$ cat src/verilog/mtc_pkg.sv
// Shared constants and types for the MAC transmit control block.
// Assumes a single core clock domain and a 32-bit AXI4-Lite register bus.
package mtc_pkg;
	localparam int          ADDR_W      = 8;
	localparam logic [7:0]  TXCTL_OFF   = 8'h70;
	localparam logic [7:0]  TXSTAT_OFF  = 8'h7C;
	localparam int          B_RUN       = 0;
	localparam int          B_CRC       = 1;
	localparam int          B_PAD       = 2;
	localparam int          B_FCE       = 3;
	localparam int          B_FLUSH     = 4;
	localparam int          B_IP        = 5;
	localparam int          B_TCP       = 6;
	localparam int          B_ICMP      = 8;
	localparam logic [15:0] CTL_WMASK   = 16'h017F;
	localparam logic [15:0] CTL_RST     = 16'h0000;
	localparam logic [6:0]  PAD_MIN     = 7'h3C;
	localparam logic [6:0]  LEN_SAT     = 7'h7F;
	localparam logic [1:0]  CRC_LAST    = 2'h3;
	localparam logic [31:0] CRC_INIT    = 32'hFFFFFFFF;
	localparam logic [31:0] CRC_POLY    = 32'hEDB88320;
	localparam logic [1:0]  RESP_OKAY   = 2'h0;
	localparam logic [1:0]  RESP_SLVERR = 2'h2;

	typedef enum logic [1:0] {MTC_IDLE, MTC_DATA, MTC_PAD, MTC_CRC} mtc_state_t;
endpackage : mtc_pkg

$ cat src/verilog/mtc_crc_if.sv
// Connection between the transmit sequencer and its CRC engine.
// Assumes both ends run on the same clock.
`timescale 1ns/10ps
interface mtc_crc_if;
	logic        clear;
	logic        en;
	logic [7:0]  data;
	logic [31:0] crc;

	modport engine (input clear, input en, input data, output crc);
	modport user   (output clear, output en, output data, input crc);
endinterface : mtc_crc_if

$ cat src/verilog/mtc_crc32.sv
// Byte-wise Ethernet CRC-32 engine, LSB first, complemented result.
// Assumes clear and en come from logic on the same clock.
`timescale 1ns/10ps
module mtc_crc32
	import mtc_pkg::*;
(
	input  logic        clock,
	input  logic        srst,
	mtc_crc_if.engine   crc_if
);
	logic [31:0] state_r;
	logic [31:0] state_nxt;

	always_comb
	begin
		state_nxt = state_r ^ {24'h000000, crc_if.data};
		for (int i = 0; i < 8; i++)
			state_nxt = state_nxt[0] ? ((state_nxt >> 1) ^ CRC_POLY) : (state_nxt >> 1);
	end

	always_ff @(posedge clock)
	begin
		if (srst || crc_if.clear)
			state_r <= CRC_INIT;
		else if (crc_if.en)
			state_r <= state_nxt;
	end

	assign crc_if.crc = ~state_r;
endmodule : mtc_crc32

$ cat src/verilog/mtc_flow_ctrl.sv
// Transmit flow control: pause request in full duplex, backpressure in half.
// Assumes over_thresh and full_dup are already in the core clock domain.
`timescale 1ns/10ps
module mtc_flow_ctrl
	import mtc_pkg::*;
(
	input  logic clock,
	input  logic srst,
	input  logic fc_en,
	input  logic full_dup,
	input  logic over_thresh,
	output logic pause_req,
	output logic backpres
);
	logic over_d_r;

	always_ff @(posedge clock)
	begin
		if (srst)
			over_d_r <= 1'b0;
		else
			over_d_r <= over_thresh;
	end

	// One request per crossing, so a long fill does not flood the link with pauses
	always_ff @(posedge clock)
	begin
		if (srst)
			pause_req <= 1'b0;
		else
			pause_req <= fc_en && full_dup && over_thresh && !over_d_r;
	end

	always_ff @(posedge clock)
	begin
		if (srst)
			backpres <= 1'b0;
		else
			backpres <= fc_en && !full_dup && over_thresh;
	end
endmodule : mtc_flow_ctrl

$ cat src/verilog/mtc_tx_ctrl.sv
// MAC transmit control: control register, frame sequencer, pad and CRC append.
// Assumes an AXI4-Lite master, a byte queue on the same clock, a PHY taking a
// byte per clock while tx_en is high, and duplex arriving from a pin.
//
// What this block does, and what software must do
// ICMP checksum insert only for unfragmented frames
// TCP checksum insert on TCP frames when enabled
// IP header checksum insert when enabled
// Flush clears queue and frame pointer
// Software stops transmit before flush, then unflushes
// Full duplex: pause request at buffer threshold
// Half duplex: backpressure instead of pause
// Flow control off: no pause, no backpressure
// Pad frames shorter than minimum when enabled
// Software enables CRC whenever padding is on
// Append 32-bit CRC when enabled
// Run bit starts the transmit engine
// Clearing run stops after current frame
// Reset reads zero, reserved bits read zero
//
// Chosen here: the AXI4-Lite interface to the registers.
`timescale 1ns/10ps
module mtc_tx_ctrl
	import mtc_pkg::*;
(
	input  logic              clock,
	input  logic              srst,
	input  logic [ADDR_W-1:0] awaddr,
	input  logic              awvalid,
	output logic              awready,
	input  logic [31:0]       wdata,
	input  logic [3:0]        wstrb,
	input  logic              wvalid,
	output logic              wready,
	output logic [1:0]        bresp,
	output logic              bvalid,
	input  logic              bready,
	input  logic [ADDR_W-1:0] araddr,
	input  logic              arvalid,
	output logic              arready,
	output logic [31:0]       rdata,
	output logic [1:0]        rresp,
	output logic              rvalid,
	input  logic              rready,
	input  logic [7:0]        q_data,
	input  logic              q_valid,
	input  logic              q_last,
	input  logic              q_is_ip,
	input  logic              q_is_tcp,
	input  logic              q_is_icmp,
	input  logic              q_is_frag,
	output logic              q_ready,
	output logic              q_clear,
	input  logic              full_duplex,
	input  logic              rx_over_thresh,
	output logic [7:0]        tx_data,
	output logic              tx_en,
	output logic              tx_eof,
	output logic              csum_ip_ins,
	output logic              csum_tcp_ins,
	output logic              csum_icmp_ins,
	output logic              pause_req,
	output logic              backpressure
);
	logic              awready_r, wready_r, bvalid_r, arready_r, rvalid_r;
	logic [1:0]        bresp_r, rresp_r;
	logic [31:0]       rdata_r;
	logic              aw_have_r, w_have_r;
	logic [ADDR_W-1:0] aw_addr_r;
	logic [31:0]       w_data_r;
	logic [3:0]        w_strb_r;
	logic [15:0]       ctl_r;
	logic [15:0]       status;
	logic              fdx_s1_r, fdx_s2_r;
	logic              running_r;
	logic [7:0]        tx_frame_ptr_r;
	mtc_state_t        st_r, st_nxt;
	logic              q_ready_r, q_clear_r, tx_en_r, tx_eof_r;
	logic [7:0]        tx_data_r;
	logic              pad_f_r, crc_f_r;
	logic              csum_ip_r, csum_tcp_r, csum_icmp_r;
	logic [6:0]        len_r, len_inc;
	logic [1:0]        crc_idx_r;
	logic              aw_take, w_take, ar_take, wr_go, accept, frame_start, frame_end;
	logic [ADDR_W-1:0] aw_word, ar_word;
	logic [7:0]        crc_byte;

	mtc_crc_if crc_bus ();

	mtc_crc32 u_crc (
		.clock  (clock),
		.srst   (srst),
		.crc_if (crc_bus)
	);

	mtc_flow_ctrl u_flow (
		.clock       (clock),
		.srst        (srst),
		.fc_en       (ctl_r[B_FCE]),
		.full_dup    (fdx_s2_r),
		.over_thresh (rx_over_thresh),
		.pause_req   (pause_req),
		.backpres    (backpressure)
	);

	assign aw_take = awvalid && awready_r;
	assign w_take  = wvalid && wready_r;
	assign ar_take = arvalid && arready_r;
	assign wr_go   = aw_have_r && w_have_r && !bvalid_r;
	assign aw_word = {aw_addr_r[ADDR_W-1:2], 2'h0};
	assign ar_word = {araddr[ADDR_W-1:2], 2'h0};

	always_ff @(posedge clock)
	begin
		if (srst)
		begin
			aw_have_r <= 1'b0;
			aw_addr_r <= '0;
		end
		else if (aw_take)
		begin
			aw_have_r <= 1'b1;
			aw_addr_r <= awaddr;
		end
		else if (wr_go)
			aw_have_r <= 1'b0;
	end

	always_ff @(posedge clock)
	begin
		if (srst)
		begin
			w_have_r <= 1'b0;
			w_data_r <= '0;
			w_strb_r <= '0;
		end
		else if (w_take)
		begin
			w_have_r <= 1'b1;
			w_data_r <= wdata;
			w_strb_r <= wstrb;
		end
		else if (wr_go)
			w_have_r <= 1'b0;
	end

	// Each channel accepts one item, then waits until the write is done
	always_ff @(posedge clock)
	begin
		if (srst)
		begin
			awready_r <= 1'b0;
			wready_r  <= 1'b0;
		end
		else
		begin
			awready_r <= !(aw_take || (aw_have_r && !wr_go));
			wready_r  <= !(w_take || (w_have_r && !wr_go));
		end
	end

	always_ff @(posedge clock)
	begin
		if (srst)
		begin
			bvalid_r <= 1'b0;
			bresp_r  <= RESP_OKAY;
		end
		else if (wr_go)
		begin
			bvalid_r <= 1'b1;
			bresp_r  <= (aw_word == TXCTL_OFF || aw_word == TXSTAT_OFF) ? RESP_OKAY : RESP_SLVERR;
		end
		else if (bready)
			bvalid_r <= 1'b0;
	end

	// Reserved bits never store, so they read zero whatever was written
	always_ff @(posedge clock)
	begin
		if (srst)
			ctl_r <= CTL_RST;
		else if (wr_go && aw_word == TXCTL_OFF)
		begin
			ctl_r <= {w_strb_r[1] ? w_data_r[15:8] : ctl_r[15:8],
				  w_strb_r[0] ? w_data_r[7:0] : ctl_r[7:0]} & CTL_WMASK;
		end
	end

	assign status = {tx_frame_ptr_r, 4'h0, backpressure, fdx_s2_r, (st_r != MTC_IDLE), running_r};

	always_ff @(posedge clock)
	begin
		if (srst)
		begin
			arready_r <= 1'b0;
			rvalid_r  <= 1'b0;
			rdata_r   <= '0;
			rresp_r   <= RESP_OKAY;
		end
		else
		begin
			arready_r <= !(ar_take || (rvalid_r && !rready));
			if (ar_take)
			begin
				rvalid_r <= 1'b1;
				rresp_r  <= RESP_OKAY;
				if (ar_word == TXCTL_OFF)
					rdata_r <= {16'h0000, ctl_r};
				else if (ar_word == TXSTAT_OFF)
					rdata_r <= {16'h0000, status};
				else
				begin
					rdata_r <= '0;
					rresp_r <= RESP_SLVERR;
				end
			end
			else if (rready)
				rvalid_r <= 1'b0;
		end
	end

	// Duplex comes from the PHY pin, outside this clock
	always_ff @(posedge clock)
	begin
		if (srst)
		begin
			fdx_s1_r <= 1'b0;
			fdx_s2_r <= 1'b0;
		end
		else
		begin
			fdx_s1_r <= full_duplex;
			fdx_s2_r <= fdx_s1_r;
		end
	end

	assign accept      = q_ready_r && q_valid;
	assign len_inc     = (len_r == LEN_SAT) ? LEN_SAT : len_r + 7'h01;
	assign frame_start = (st_r == MTC_IDLE) && (st_nxt == MTC_DATA);
	assign frame_end   = (st_r != MTC_IDLE) && (st_nxt == MTC_IDLE);
	assign crc_byte    = crc_bus.crc[{crc_idx_r, 3'h0} +: 8];

	// Run is only looked at between frames, so a cleared run lets the frame end
	always_comb
	begin
		st_nxt = st_r;
		case (st_r)
			MTC_IDLE:
				if (ctl_r[B_RUN] && !ctl_r[B_FLUSH] && q_valid)
					st_nxt = MTC_DATA;
			MTC_DATA:
				if (accept && q_last)
				begin
					if (pad_f_r && len_inc < PAD_MIN)
						st_nxt = MTC_PAD;
					else if (crc_f_r)
						st_nxt = MTC_CRC;
					else
						st_nxt = MTC_IDLE;
				end
			MTC_PAD:
				if (len_inc == PAD_MIN)
					st_nxt = crc_f_r ? MTC_CRC : MTC_IDLE;
			MTC_CRC:
				if (crc_idx_r == CRC_LAST)
					st_nxt = MTC_IDLE;
			default:
				st_nxt = MTC_IDLE;
		endcase
	end

	always_ff @(posedge clock)
	begin
		if (srst)
			st_r <= MTC_IDLE;
		else
			st_r <= st_nxt;
	end

	always_ff @(posedge clock)
	begin
		if (srst)
			running_r <= 1'b0;
		else if (ctl_r[B_RUN])
			running_r <= 1'b1;
		else if (st_nxt == MTC_IDLE)
			running_r <= 1'b0;
	end

	// Options are frozen per frame so a register write cannot split a frame
	always_ff @(posedge clock)
	begin
		if (srst)
		begin
			pad_f_r     <= 1'b0;
			crc_f_r     <= 1'b0;
			csum_ip_r   <= 1'b0;
			csum_tcp_r  <= 1'b0;
			csum_icmp_r <= 1'b0;
		end
		else if (frame_start)
		begin
			pad_f_r     <= ctl_r[B_PAD];
			crc_f_r     <= ctl_r[B_CRC];
			csum_ip_r   <= ctl_r[B_IP] && q_is_ip;
			csum_tcp_r  <= ctl_r[B_TCP] && q_is_tcp;
			csum_icmp_r <= ctl_r[B_ICMP] && q_is_icmp && !q_is_frag;
		end
	end

	always_ff @(posedge clock)
	begin
		if (srst || frame_start)
			len_r <= '0;
		else if (accept || st_r == MTC_PAD)
			len_r <= len_inc;
	end

	always_ff @(posedge clock)
	begin
		if (srst || st_r != MTC_CRC)
			crc_idx_r <= '0;
		else
			crc_idx_r <= crc_idx_r + 2'h1;
	end

	assign crc_bus.clear = frame_start;
	assign crc_bus.en    = accept || st_r == MTC_PAD;
	assign crc_bus.data  = accept ? q_data : 8'h00;

	always_ff @(posedge clock)
	begin
		if (srst)
		begin
			q_ready_r <= 1'b0;
			tx_en_r   <= 1'b0;
			tx_data_r <= 8'h00;
			tx_eof_r  <= 1'b0;
		end
		else
		begin
			q_ready_r <= (st_nxt == MTC_DATA);
			tx_en_r   <= accept || st_r == MTC_PAD || st_r == MTC_CRC;
			tx_data_r <= accept ? q_data : (st_r == MTC_CRC) ? crc_byte : 8'h00;
			tx_eof_r  <= frame_end;
		end
	end

	always_ff @(posedge clock)
	begin
		if (srst)
		begin
			tx_frame_ptr_r <= 8'h00;
			q_clear_r      <= 1'b0;
		end
		else
		begin
			q_clear_r <= ctl_r[B_FLUSH];
			if (ctl_r[B_FLUSH])
				tx_frame_ptr_r <= 8'h00;
			else if (frame_end)
				tx_frame_ptr_r <= tx_frame_ptr_r + 8'h01;
		end
	end

	assign awready       = awready_r;
	assign wready        = wready_r;
	assign bvalid        = bvalid_r;
	assign bresp         = bresp_r;
	assign arready       = arready_r;
	assign rvalid        = rvalid_r;
	assign rdata         = rdata_r;
	assign rresp         = rresp_r;
	assign q_ready       = q_ready_r;
	assign q_clear       = q_clear_r;
	assign tx_en         = tx_en_r;
	assign tx_data       = tx_data_r;
	assign tx_eof        = tx_eof_r;
	assign csum_ip_ins   = csum_ip_r;
	assign csum_tcp_ins  = csum_tcp_r;
	assign csum_icmp_ins = csum_icmp_r;
endmodule : mtc_tx_ctrl

$ cat config.mk
export PLATFORM = sky130hd
export DESIGN_NAME = mtc_tx_ctrl
export DESIGN_NICKNAME = d
export VERILOG_FILES = /design/src/verilog/mtc_pkg.sv /design/src/verilog/mtc_crc_if.sv /design/src/verilog/mtc_crc32.sv /design/src/verilog/mtc_flow_ctrl.sv /design/src/verilog/mtc_tx_ctrl.sv
export SDC_FILE = /design/constraint.sdc
export NUM_CORES = 1
export LEC_CHECK = 0
export ABC_AREA = 0
export BUFFER_PORTS_ARGS = -buffer_cell sky130_fd_sc_hd__buf_2
export CELL_PAD_IN_SITES_DETAIL_PLACEMENT = 1
export CELL_PAD_IN_SITES_GLOBAL_PLACEMENT = 1
export CORE_MARGIN = 10
export CORE_UTILIZATION = 35
export DETAILED_ROUTE_END_ITERATION = 12
export PLACE_DENSITY = 0.71
export RECOVER_POWER = 25
export SETUP_SLACK_MARGIN = 0.05
export SYNTH_ARGS = -nofsm -noshare
export SYNTH_HDL_FRONTEND = slang
export SYNTH_SLANG_ARGS = --single-unit
$ cat constraint.sdc
create_clock -name clock -period 2.1 [get_ports clock]
set_input_delay 0 -clock clock [delete_from_list [all_inputs] [get_ports clock]]
set_output_delay 0 -clock clock [all_outputs]
set_load 0.05 [all_outputs]
=== Word-level counts from Yosys, hierarchy flattened ===
Cells that the tools add are included.

* Shifts and indexed selects: 1
* Reductions and logical operators: 54
* Order comparisons: 1
* Equal/unequal tests: 12
* Bitwise logic cells: 10
* Add/subtract/negate cells: 3
* Multiplexer cells: 33

{| class="wikitable"
|+ Operator list
! kind !! count
|-
| $mux 32 || 8
|-
| $not 13->14 || 8
|-
| $mux 16 || 2
|-
| $not 32->32 || 1
|-
| $shiftx 32x6->8 || 1
|-
| $xor 32x8->32 || 1
|-
| $logic_and 1x1->1 || 25
|-
| $eq 6x5->1 const B || 4
|-
| $mux 8 || 3
|-
| $mux 2 || 9
|-
| $reduce_bool 2->1 || 6
|-
| $logic_not 1->1 || 10
|-
| $mux 1 || 9
|-
| $add 8x1->8 const B || 1
|-
| $logic_or 1x1->1 || 8
|-
| $pmux 2 s4 || 1
|-
| $add 7x1->7 const B || 1
|-
| $eq 7x6->1 const B || 1
|-
| $eq 7x7->1 const B || 1
|-
| $lt 7x6->1 const B || 1
|-
| $mux 7 || 1
|-
| $eq 2x2->1 const B || 3
|-
| $eq 2x1->1 const B || 2
|-
| $logic_not 2->1 || 2
|-
| other kinds (4) || 5
|}

* Output and inout bits: 58
* Bits in registers: 144
* Logic and storage cells: 150
* Bits of input ports: 75

=== Logic depth before layout (Yosys ltp) ===
Gate-level depths: netlist (run 1).

* Depth after elaboration: 19
* Depth in mapped cells: 9
* Mapped depth without buffers: 7

=== Hierarchy ===
Synthesis (run 1) repeated with hierarchy kept, for this count alone.

* Cells, all modules: 662
* Area, all modules: 6053.3 um^2

{| class="wikitable"
|+ By module, submodules not included
! module !! area an instance (um^2) !! cells an instance !! instances
|-
| mtc_tx_ctrl || 3936.3 || 445 || 1
|-
| mtc_crc32 || 2011.9 || 210 || 1
|-
| mtc_flow_ctrl || 105.1 || 7 || 1
|}

=== Least setup slack after synthesis (run 1) ===
Ideal clock, no wire load.

* Kind: register to register
* Start point: register q_ready_r (netlist: q_ready)
* End point: register u_crc.state_r[25]
* Cell stages (with the launch flop): 8
* Path buffers: 1
* Period minus slack after synthesis: 2352 ps
* Library setup time: 126 ps
* Arrival time: 2226 ps
* Setup slack: -252 ps
* Data required time: 1974 ps
* Cell sequence: dfxtp_1 -> buf_4 -> nand3_1 -> xor2_4 -> xor3_2 -> xnor2_1 -> and4_1 -> nor3_1

* Longest elaborated chain between the ends: 15
* Elaborated cells on any way between the ends: 23
* Those cells by class: eq/ne (1); mux (11); bitwise (6); reduce/logical (5)

{| class="wikitable"
|+ RTL lines
! element !! RTL line !! source
|-
| from (decl) || mtc_tx_ctrl.sv:78 || <nowiki>logic q_ready_r, q_clear_r, tx_en_r, tx_eof_r;</nowiki>
|-
| from (signal assigned) || mtc_tx_ctrl.sv:343 || <nowiki>q_ready_r <= (st_nxt == MTC_DATA);</nowiki>
|-
| $logic_and 1x1->1 * || mtc_tx_ctrl.sv:238 || <nowiki>assign accept = q_ready_r && q_valid;</nowiki>
|-
| $mux 8 || mtc_tx_ctrl.sv:330 || <nowiki>assign crc_bus.data = accept ? q_data : 8'h00;</nowiki>
|-
| $xor 32x8->32 || mtc_crc32.sv:16 || <nowiki>state_nxt = state_r ^ {24'h000000, crc_if.data};</nowiki>
|-
| $mux 32 (2 in series) || mtc_crc32.sv:18 || <nowiki>state_nxt = state_nxt[0] ? ((state_nxt >> 1) ^ CRC_POLY) : (state_nxt >> 1);</nowiki>
|-
| $not 13->14 (no line) || n/a ||
|-
| $mux 32 || mtc_crc32.sv:18 ||
|-
| $not 13->14 (no line) || n/a ||
|-
| $mux 32 (2 in series) || mtc_crc32.sv:18 ||
|-
| $not 13->14 (no line) || n/a ||
|-
| $mux 32 || mtc_crc32.sv:18 ||
|-
| $not 13->14 (no line) || n/a ||
|-
| $mux 32 (2 in series) || mtc_crc32.sv:18 ||
|-
| to (signal assigned) || mtc_crc32.sv:26 || <nowiki>state_r <= state_nxt;</nowiki>
|-
| to (decl) || mtc_crc32.sv:11 || <nowiki>logic [31:0] state_r;</nowiki>
|}

Every way passes the cells marked *; elsewhere a longest branch is shown, timed or not.
A chain may end at the register's enable or synchronous reset.

=== Worst setup path in the final report (run 1) ===
* Start point: register len_r[0]
* End point: register tx_frame_ptr_r[3]

* Longest elaborated chain between the ends: 9
* Elaborated cells on any way between the ends: 12
* Those cells by class: add/sub (1); order compare (1); eq/ne (2); mux (5); reduce/logical (3)

{| class="wikitable"
|+ RTL lines
! element !! RTL line !! source
|-
| from (decl) || mtc_tx_ctrl.sv:82 || <nowiki>logic [6:0] len_r, len_inc;</nowiki>
|-
| from (signal assigned) || mtc_tx_ctrl.sv:317 || <nowiki>len_r <= len_inc;</nowiki>
|-
| $add 7x1->7 or $eq 7x7->1 (tied branches) || mtc_tx_ctrl.sv:239 || <nowiki>assign len_inc = (len_r == LEN_SAT) ? LEN_SAT : len_r + 7'h01;</nowiki>
|-
| $mux 7 * || mtc_tx_ctrl.sv:239 ||
|-
| $lt 7x6->1 || mtc_tx_ctrl.sv:255 || <nowiki>if (pad_f_r && len_inc < PAD_MIN)</nowiki>
|-
| $logic_and 1x1->1 || mtc_tx_ctrl.sv:255 ||
|-
| $mux 2 || mtc_tx_ctrl.sv:255 ||
|-
| $mux 2 || mtc_tx_ctrl.sv:253 || <nowiki>if (accept && q_last)</nowiki>
|-
| $pmux 2 s4 * || mtc_tx_ctrl.sv:248 || <nowiki>case (st_r)</nowiki>
|-
| $logic_not 2->1 * || mtc_tx_ctrl.sv:241 || <nowiki>assign frame_end = (st_r != MTC_IDLE) && (st_nxt == MTC_IDLE);</nowiki>
|-
| $logic_and 1x1->1 * || mtc_tx_ctrl.sv:241 ||
|-
| to (signal assigned) || mtc_tx_ctrl.sv:363 || <nowiki>tx_frame_ptr_r <= tx_frame_ptr_r + 8'h01;</nowiki>
|-
| to (decl) || mtc_tx_ctrl.sv:76 || <nowiki>logic [7:0] tx_frame_ptr_r;</nowiki>
|}

Marks and branches as above.

==> results of run 1 <==
-- timing repair --
item / CTS / global route
endpoints found under the hold margin: 38 / 0
endpoints found under the setup margin: 6 / 24
hold buffers: 42 / 0
pin swaps: 15 / 7
gates cloned: 2 / 0
setup buffers: 4 / 3
resized for setup: 11 / 25
-- Yosys cell counts (14+ instances only) --
cell type	n	area [µm²]
xor2_1	27	236
nand3_1	26	130
nor3_1	17	85.1
a21oi_1	47	235
nand2_1	77	289
clkbuf_1	26	97.6
dfxtp_1	122	2440
xnor2_1	42	368
o211ai_1	14	105
buf_4	21	158
nor2_1	70	263
o21ai_0	18	90.1
-- worst min path at each step --
stage          slack, ns                    endpoint
2_1_floorplan       0.08  u_flow.over_d_r$_SDFF_PP0_
3_3_place_gp        0.25    w_data_r[6]$_SDFFE_PP0P_
3_5_place_dp        0.25         fdx_s1_r$_SDFF_PP0_
4_1_cts             0.04            tx_en$_SDFF_PP0_
5_1_grt             0.05      running_r$_SDFFE_PP0P_
6_report            0.05      running_r$_SDFFE_PP0P_
-- final cells by class --
cell class	instances	area share, %
flip-flops and latches	122	30.7
well taps	220	3.45
clock buffers	18	5.38
diodes	1	0.0314
repair buffers	173	14.9
inverters	3	0.141
clock inverters	14	2.78
multi-input cells	487	42.6
-- layer usage --
layer  GRT usage [%]  part of all wire [%]
met1            19.7                    42
met2            31.0                    52
met3            4.08                   4.7
met4            6.51                   2.1
met5               0                     0
-- where the power goes --
group,internal [W],switching (W),total (W)
Clock,0.00211,0.00112,0.00323
Sequential,0.00234,0.0000205,0.00236
Combinational,0.000128,0.000245,0.000373
-- flip-flops by register name, indices dropped and copies added (netlist names), 2 cells and up --
signal / count
tx_frame_ptr_r: 8
len_r: 7
w_strb_r: 2
st_r: 2
aw_addr_r: 6
w_data_r: 8
ctl_r: 8
rdata: 15
tx_data: 8
u_crc.state_r: 32
crc_idx_r: 2
-- cell families (layout without fill, tap and decap cells) --
logic type      count (synthesis)  in the layout  synth area share [%]
compound gates                121            121                  12.7
fa+ha+maj                       3              3                 0.637
simple gates                  244            244                  19.9
flops                         122            122                  41.4
xor+xnor                       82             82                  14.9
other cells                     1             20                0.0636
mux                            18             18                  4.82
buf+inv                        57            208                  5.60
-- through the flow --
stage                     utilization, %   TNS, ns
after floorplan                        -         0
after global placement              40.6         0
after detailed placement            40.6   -0.0938
after CTS                           47.8         0
after global routing                48.3    -0.396
final                               48.3  -0.00587
-- critical path: stages (launching register included) --
cell     delay (ns)
dfxtp_2        0.33
ha_4           0.17
and3_4         0.19
a211o_1        0.30
a22oi_2        0.22
a22oi_2        0.13
or4_1          0.51
a21oi_1        0.17
==> flow_summary.yaml, run 1 <==
status:
  status: "finished, violations left"
  violations: "negative setup slack"
pwr:
  p_leak_nw: 3.11
  p_total_w: 0.00597
  cellPowerDensity_nw_per_um2: 748
  peakVddDrop_mv: 0.605
detailed_routing:
  ant_nets: 0
  via_per_inst: 5.10
  drt-total-wl_um: 19600
  route.detailed.drc: 0
  wire_per_inst_um: 18.9
  drt-initial-drc-count: 308
  vias: 5295
  first_pass_iters: 5
floorplan:
  die_width_um: 150
  die_y_um: 150
  start_util_pct: 35.7
  pin_count: 133
  rows: 47
  core_um2: 16500
  die_area_um2: 22400
sta:
  min_period_ns: 2.11
  worst_slack_ns: -0.00587
  setup_viol: 1
  whs_ns: 0.0520
  final_max_slew_viol_count: 0
  fmax_mhz: 475
  maxSlewHeadroom_pct: 49.5
  fin_skew_ns: 0.00859
  rsz0062_at_grt: "true"
  worst_slew_pin_slew_ns: 0.757
  post-route-period-util_pct: 100
  finalHoldViolations: 0
synthesis:
  netlist_area_um2: 5900
  synth-edff-count: 0
  ys_ff_latch: 122
  ys_types: 66
  synth_cells: 648
  synth_ff_type: "dfxtp_1"
  yosysWarnings: 0
  synthArstFlopShare_pct: 0
  synth.avg_cell_area_um2: 9.10
  synth-seq-area-share_pct: 41.4
global_route:
  grt_max_degree: 69
  first_global_vias: 5756
  grtUsageTotal_pct: 17.4
  antenna_found_initial: 1
  grt_overflow_total: 0
  grt_pass1_wl_um: 31000
run:
  max_cap_violations: 0
place:
  portBuffers: 83
  pre_cts_ws_ns: -0.0470
  routabilityCongestion: 0.864
  dp.final_hpwl_um: 13100
  placed_cell_area_um2: 6720
  dp.cells: 956
critical_path:
  crit_required_ns: 2.44
  worstRegToRegCells: 7
  cp-start-kind: "register"
  cp-end-kind: "register"
  crit_start: "len_r[0]$_SDFFE_PP0P_"
  reg2reg_from: "len_r[0]$_SDFFE_PP0P_"
  reg2reg_slack_ns: -0.006
  cp_max_fo: 4
  r2r-end: "tx_frame_ptr_r[3]$_SDFFE_PP0P_"
  critPathArrivalTime_ns: 2.44
  setup.worst_path.end: "tx_frame_ptr_r[3]$_SDFFE_PP0P_"
  crit_type: "reg -> reg"
finish:
  ff_latch_area_um2: 2450
  fill_cells: 1909
  design_area_um2: 7980
  fin_cells: 1038
  multiInputGateArea_um2: 3400
  syn2layout_area_growth_pct: 35.3
  final_common_cell: "dfxtp_1"
  drive_gt1_share_pct: 22.9
  final_nets: 882
  layout_common_cells: "dfxtp_1, nand2_1, nor2_1"
cts:
  cts_max_path_buffers: 2
  numClockSinks: 122
  root_buffer: "clkbuf_16"
  cts_buffers: 17
  clk_pin_slew_ns: 0.06
  cts_tree: "built"
  insertion_delay_ns: 0.42
  h-tree-depth: 4
worst_hold_path:
  min_path_cells: 4
  hp-start: "q_last"
  hold_class: "in -> reg"
(Power assumes the default switching activity.)
==> run 2: changes to the inputs <==
--- a/config.mk
+++ b/config.mk
@@ -7,14 +7,13 @@
 export LEC_CHECK = 0
 export ABC_AREA = 0
 export BUFFER_PORTS_ARGS = -buffer_cell sky130_fd_sc_hd__buf_2
-export CELL_PAD_IN_SITES_DETAIL_PLACEMENT = 1
-export CELL_PAD_IN_SITES_GLOBAL_PLACEMENT = 1
 export CORE_MARGIN = 10
 export CORE_UTILIZATION = 35
 export DETAILED_ROUTE_END_ITERATION = 12
-export PLACE_DENSITY = 0.71
+export PLACE_DENSITY = 0.56
 export RECOVER_POWER = 25
 export SETUP_SLACK_MARGIN = 0.05
+export SKIP_LAST_GASP = 1
 export SYNTH_ARGS = -nofsm -noshare
 export SYNTH_HDL_FRONTEND = slang
 export SYNTH_SLANG_ARGS = --single-unit
==> run 2 against run 1 <==
Effect of this change:
- maximum frequency rose by 4.0%
- worst setup slack improved by 0.081 ns
- via count fell by 2.3%
- the flow now finishes without violations
- highest routed layer unchanged
- largest power group unchanged
- first-iteration DRC count rose by 18%
- sequential share of layout area barely moved
==> flow_summary.yaml, run 2 (same netlist as run 1, synthesis figures left out) <==
finish:
  final_nets: 883
  fill_cells: 1513
  largest_reg_flops: 32
  fin_cells: 1039
  fin_util_pct: 48.3
  final_common_cell: "dfxtp_1"
  multiInputGateArea_um2: 3320
  top_register: "u_crc.state_r"
  syn2layout_area_growth_pct: 35.4
  layout_common_cells: "dfxtp_1, buf_2, nand2_1"
  design_area_um2: 7980
  ff_latch_area_um2: 2450
  drive_gt1_share_pct: 25.5
cts:
  numClockSinks: 122
  clk_pin_slew_ns: 0.06
  root_buffer: "clkbuf_16"
  insertion_delay_ns: 0.42
  h-tree-depth: 4
  cts_tree: "built"
  cts_max_path_buffers: 2
  cts_buffers: 17
floorplan:
  pin_count: 133
  die_y_um: 150
  core_um2: 16500
  die_width_um: 150
  die_area_um2: 22400
  start_util_pct: 35.7
  rows: 47
place:
  placed_cell_area_um2: 6770
  dp.final_hpwl_um: 11600
  dp.cells: 961
  portBuffers: 83
  routabilityCongestion: 0.897
detailed_routing:
  drt-initial-drc-count: 364
  vias: 5174
  ant_nets: 0
  first_pass_iters: 5
  route.detailed.drc: 0
  via_per_inst: 4.98
  drt-total-wl_um: 16500
  wire_per_inst_um: 15.9
pwr:
  p_switching_w: 0.00130
  power_frac_comb_pct: 6.0
  power_frac_seq_pct: 38.8
  peakVddDrop_mv: 0.499
  swShare_pct: 21.4
  power.share.clock_pct: 55.2
  p_total_w: 0.00609
  internal_power_w: 0.00479
  cellPowerDensity_nw_per_um2: 763
  p_leak_nw: 3.24
critical_path:
  crit_required_ns: 2.40
  path_buf_inv: 2
  critPathMaxStageDelay_ns: 0.33
  crit_chain: "ha_4, and3_4, a211o_1, a22oi_2, buf_4, buf_4, a22o_1, a31oi_1, a41o_1"
  crit_type: "reg -> reg"
  cp-start-kind: "register"
  crit_family: "compound AO/OA/AOI/OAI gates"
  cp_max_fo: 4
  cp-end-kind: "register"
  crit_path_top_delay_cell: "dfxtp_2"
  crit_top_cell: "buf_4"
  critPathArrivalTime_ns: 2.33
global_route:
  grtUsageMet1_pct: 18.1
  grt_max_degree: 51
  grt_pass1_wl_um: 26900
  antenna_found_initial: 2
  busiest_layer: "met2"
  first_global_vias: 5119
  gr-usage-met3_pct: 4.53
  grt_overflow_total: 0
  grt_util_met2_pct: 24.4
  grtUsageTotal_pct: 15.0
sta:
  finalHoldViolations: 0
  setup_viol: 0
  fin_skew_ns: 0.00779
  post-route-period-util_pct: 96.4
  final_max_slew_viol_count: 0
  fmax_mhz: 494
  maxSlewHeadroom_pct: 62.0
  rsz0062_at_grt: "true"
  fin_setup_tns_ns: 0
  worst_slew_pin_slew_ns: 0.569
  min_period_ns: 2.02
status:
  status: "finished clean"
run:
  max_cap_violations: 0
worst_hold_path:
  hold_class: "in -> reg"
-- run 2: changes by cell type in the layout (fill, tap and decap cells not counted), moves of 2 or more --
cell / previous run / this run
buf_4: 43 / 46
xor2_1: 24 / 26
clkbuf_1: 30 / 0
xnor2_2: 8 / 5
clkinv_2: 1 / 3
xor2_2: 5 / 3
dlygate4sd3_1: 42 / 40
buf_2: 55 / 83
xnor2_1: 37 / 40
clkinv_4: 4 / 0
-- run 2: per-stage QoR --
| stage | hold slack, ns | setup slack, ns |
|---|---|---|
| floorplan | 0.0831 | 0.0533 |
| global placement | 0.246 | 0.0419 |
| detailed placement | 0.249 | -0.0581 |
| CTS | 0.0136 | 0.0534 |
| global route | 0.0484 | -0.0254 |
| finish | 0.0300 | 0.0754 |
-- run 2: metal layers --
layer | vias to the layer above | part of all wire, %
li1 | 2549 | -
met1 | 2455 | 43
met2 | 149 | 49
met3 | 21 | 6.3
met4 | 0 | 1.7
met5 | - | 0
-- run 2: area by class of cell --
type                       instances  share of cell area, %
inverter                           3                  0.141
tap                              220                   3.45
antenna                            2                 0.0627
clock inverter                    12                   2.73
clock buffer                      19                   5.82
sequential                       122                   30.7
timing repair buffer             174                   15.6
multi-input combinational        487                   41.6
-- run 2: worst reg2reg max path: cells and delay by family, from the launching register on --
kind                       cells  cell delay (ns)
AOI/OAI and AO/OA              5             1.00
and+or+nand+nor                1             0.19
adders and majority gates      1             0.16
DFF                            1             0.33
buffers and inverters          2             0.23
-- run 2: worst paths after layout --
kind | start | end | slack, ns | cells past startpoint
worst max-delay path | len_r[1]$_SDFFE_PP0P_ | tx_frame_ptr_r[2]$_SDFFE_PP0P_ | 0.08 | 9
worst min-delay path | araddr[6] | rresp[1]$_SDFFE_PP0P_ | 0.03 | 3
worst max register to register | len_r[1]$_SDFFE_PP0P_ | tx_frame_ptr_r[2]$_SDFFE_PP0P_ | 0.08 | 9
worst min register to register | u_flow.over_d_r$_SDFF_PP0_ | u_flow.pause_req$_SDFF_PP0_ | 0.40 | 1
-- run 2: repair_timing --
item | in CTS | in global routing
setup endpoints to repair | 7 | 12
resized for setup | 7 | 12
setup buffers | 4 | 2
pin swaps | 13 | 6
hold buffers | 40 | 0
endpoints found under the hold margin | 35 | 0
-- run 2: power groups by stage --
stage	Combinational (W)	Sequential (W)	Clock, W
floorplan	0.000207	0.00244	0
global placement	0.000301	0.00241	0
detailed placement	0.000304	0.00241	0
CTS	0.000363	0.00236	0.00342
global route	0.000398	0.00237	0.00352
finish	0.000366	0.00236	0.00336
==> run 3: changes to the inputs <==
--- a/config.mk
+++ b/config.mk
@@ -7,11 +7,12 @@
 export LEC_CHECK = 0
 export ABC_AREA = 0
 export BUFFER_PORTS_ARGS = -buffer_cell sky130_fd_sc_hd__buf_2
-export CORE_MARGIN = 10
+export CORE_MARGIN = 2
 export CORE_UTILIZATION = 35
+export CTS_CLUSTER_SIZE = 30
 export DETAILED_ROUTE_END_ITERATION = 12
 export PLACE_DENSITY = 0.56
-export RECOVER_POWER = 25
+export RECOVER_POWER = 100
 export SETUP_SLACK_MARGIN = 0.05
 export SKIP_LAST_GASP = 1
 export SYNTH_ARGS = -nofsm -noshare
==> run 3 against run 2 <==
Effect of this change:
- first-iteration DRC count down 1.6%
- non-clock buffer count decreased by 3
- sequential power about the same
- count of clock-buffer cells in the layout rose by 4
- critical path type unchanged
- largest cell class unchanged
- largest power group unchanged
- highest routed layer unchanged
==> flow_summary.yaml, run 3 (same netlist as run 1, synthesis figures left out) <==
floorplan:
  pin_count: 133
  rows: 47
  core_um2: 16500
  start_util_pct: 35.7
  die_y_um: 134
  die_width_um: 134
  die_area_um2: 17900
finish:
  final_common_cell: "dfxtp_1"
  fill_cells: 1589
  final_nets: 880
  largest_reg_flops: 32
  diodes: 0
  multiInputGateArea_um2: 3270
  layout_common_cells: "dfxtp_1, nand2_1, nor2_1"
  ff_latch_area_um2: 2450
  top_register: "u_crc.state_r"
  drive_gt1_share_pct: 18.3
  syn2layout_area_growth_pct: 31.6
  fin_util_pct: 47.0
  design_area_um2: 7760
critical_path:
  cp-end-kind: "register"
  crit_type: "reg -> reg"
  r2r-end: "tx_frame_ptr_r[0]$_SDFFE_PP0P_"
  crit_top_cell: "and3_4"
  reg2reg_slack_ns: 0.02
  worstRegToRegCells: 8
  critPathMaxStageDelay_ns: 0.36
  crit_chain: "ha_4, and3_4, and3_4, o21a_1, o31a_1, buf_6, or3_1, a21oi_2"
  reg2reg_from: "len_r[0]$_SDFFE_PP0P_"
  cp_max_fo: 10
  crit_path_top_delay_cell: "or3_1"
  crit_required_ns: 2.46
  cp-start-kind: "register"
  critPathArrivalTime_ns: 2.44
cts:
  cts_buffers: 17
  root_buffer: "clkbuf_16"
  clk_pin_slew_ns: 0.06
  h-tree-depth: 4
  cts_tree: "built"
  numClockSinks: 122
  cts_max_path_buffers: 2
  insertion_delay_ns: 0.42
pwr:
  power_frac_seq_pct: 41.1
  p_switching_w: 0.00127
  p_leak_nw: 2.99
  swShare_pct: 22.0
  power.share.clock_pct: 52.7
  power_frac_comb_pct: 6.2
  cellPowerDensity_nw_per_um2: 741
  peakVddDrop_mv: 0.540
  internal_power_w: 0.00448
worst_hold_path:
  min_path_cells: 4
  hold_end: "q_ready$_SDFF_PP0_"
  hold_class: "in -> reg"
  hp-start: "q_last"
status:
  status: "finished clean"
sta:
  min_period_ns: 2.08
  finalHoldViolations: 0
  fin_skew_ns: 0.00788
  fmax_mhz: 481
  final_max_slew_viol_count: 0
  rsz0062_at_grt: "true"
  fin_setup_tns_ns: 0
  maxSlewHeadroom_pct: 31.0
  worst_slack_ns: 0.0209
  setup_viol: 0
  post-route-period-util_pct: 99.0
  worst_slew_pin_slew_ns: 1.03
global_route:
  grt_pass1_wl_um: 24500
  antenna_found_initial: 0
  first_global_vias: 4853
  grtUsageTotal_pct: 17.4
  grt_overflow_total: 0
  grt_max_degree: 51
detailed_routing:
  wl_met1_um: 7150
  via_per_inst: 4.93
  vias: 5093
  drt-initial-drc-count: 358
  met3_length_um: 688
  drt-total-wl_um: 15400
  met2RoutedLength_um: 7300
  route.detailed.drc: 0
  first_pass_iters: 5
  ant_nets: 0
  top_layer_used: "met4"
  wire_per_inst_um: 14.9
place:
  pre_cts_ws_ns: -0.0354
  routabilityCongestion: 0.872
  portBuffers: 83
  placed_cell_area_um2: 6740
  dp.final_hpwl_um: 10700
run:
  max_cap_violations: 0
-- run 3: cell count changes in the layout (fill, tap and decap cells not counted), moves of 3 or more --
| cell | previous run | this run |
|---|---|---|
| clkbuf_1 | 0 | 46 |
| buf_4 | 46 | 34 |
| bufinv_16 | 6 | 3 |
| buf_2 | 83 | 44 |
-- run 3: cell type report --
cell class / instances / area share, %
Timing Repair Buffer: 171 / 14.8
Sequential cell: 122 / 31.5
Inverter: 3 / 0.145
Clock buffer: 23 / 6.43
Multi-Input combinational cell: 487 / 42.1
Clock inverter: 7 / 1.45
Tap cell: 220 / 3.55
-- run 3: critical path: cells and delay by family, from the launching register on --
| family | cells | cell delay [ns] |
|---|---|---|
| AND/OR/NAND/NOR | 3 | 0.73 |
| flip-flops | 1 | 0.33 |
| AO/OA/AOI/OAI | 3 | 0.63 |
| adder cells (fa/ha/maj) | 1 | 0.16 |
| buffers and inverters | 1 | 0.17 |
-- run 3: power groups by stage --
stage / combinational, W / sequential [W] / clock [W]
after global routing: 0.000385 / 0.00237 / 0.00319
after global placement: 0.000298 / 0.00241 / 0
after CTS: 0.000361 / 0.00236 / 0.00308
after floorplan: 0.000207 / 0.00244 / 0
after detailed placement: 0.000301 / 0.00241 / 0
final: 0.000359 / 0.00236 / 0.00303
-- run 3: per-layer routing --
metal,track usage (%),vias up
met5,0,-
met4,6.15,0
met3,4.12,23
met2,28.8,137
met1,22.1,2394
li1,-,2539
-- run 3: repair_timing --
item	4_1_cts	5_1_grt
hold buffers	41	0
resized for setup	4	8
cloned	0	1
setup buffers	3	0
hold endpoints to repair	39	0
pin swaps	3	7
endpoints found under the setup margin	6	10
-- run 3: worst max path at each step --
| stage | start | endpoint | slack (ns) | cells past startpoint |
|---|---|---|---|---|
| after floorplan | q_ready$_SDFF_PP0_ | u_crc.state_r[25]$_SDFFE_PP1P_ | 0.05 | 7 |
| after detailed placement | len_r[1]$_SDFFE_PP0P_ | tx_frame_ptr_r[5]$_SDFFE_PP0P_ | -0.04 | 8 |
| final | len_r[0]$_SDFFE_PP0P_ | tx_frame_ptr_r[0]$_SDFFE_PP0P_ | 0.02 | 8 |
| after CTS | len_r[0]$_SDFFE_PP0P_ | tx_frame_ptr_r[4]$_SDFFE_PP0P_ | 0.02 | 7 |
| after global routing | crc_idx_r[0]$_SDFF_PP0_ | tx_frame_ptr_r[0]$_SDFFE_PP0P_ | -0.13 | 8 |
| after global placement | len_r[1]$_SDFFE_PP0P_ | tx_frame_ptr_r[5]$_SDFFE_PP0P_ | 0.04 | 8 |
-- run 3: metrics by stage --
stage	instances	hold WS [ns]	power (W)
after global routing	1033	0.0329	0.00594
after floorplan	666	0.0831	0.00264
final	1033	0.0298	0.00575
after global placement	958	0.246	0.00271
after CTS	1032	0.0128	0.00581
after detailed placement	958	0.242	0.00271
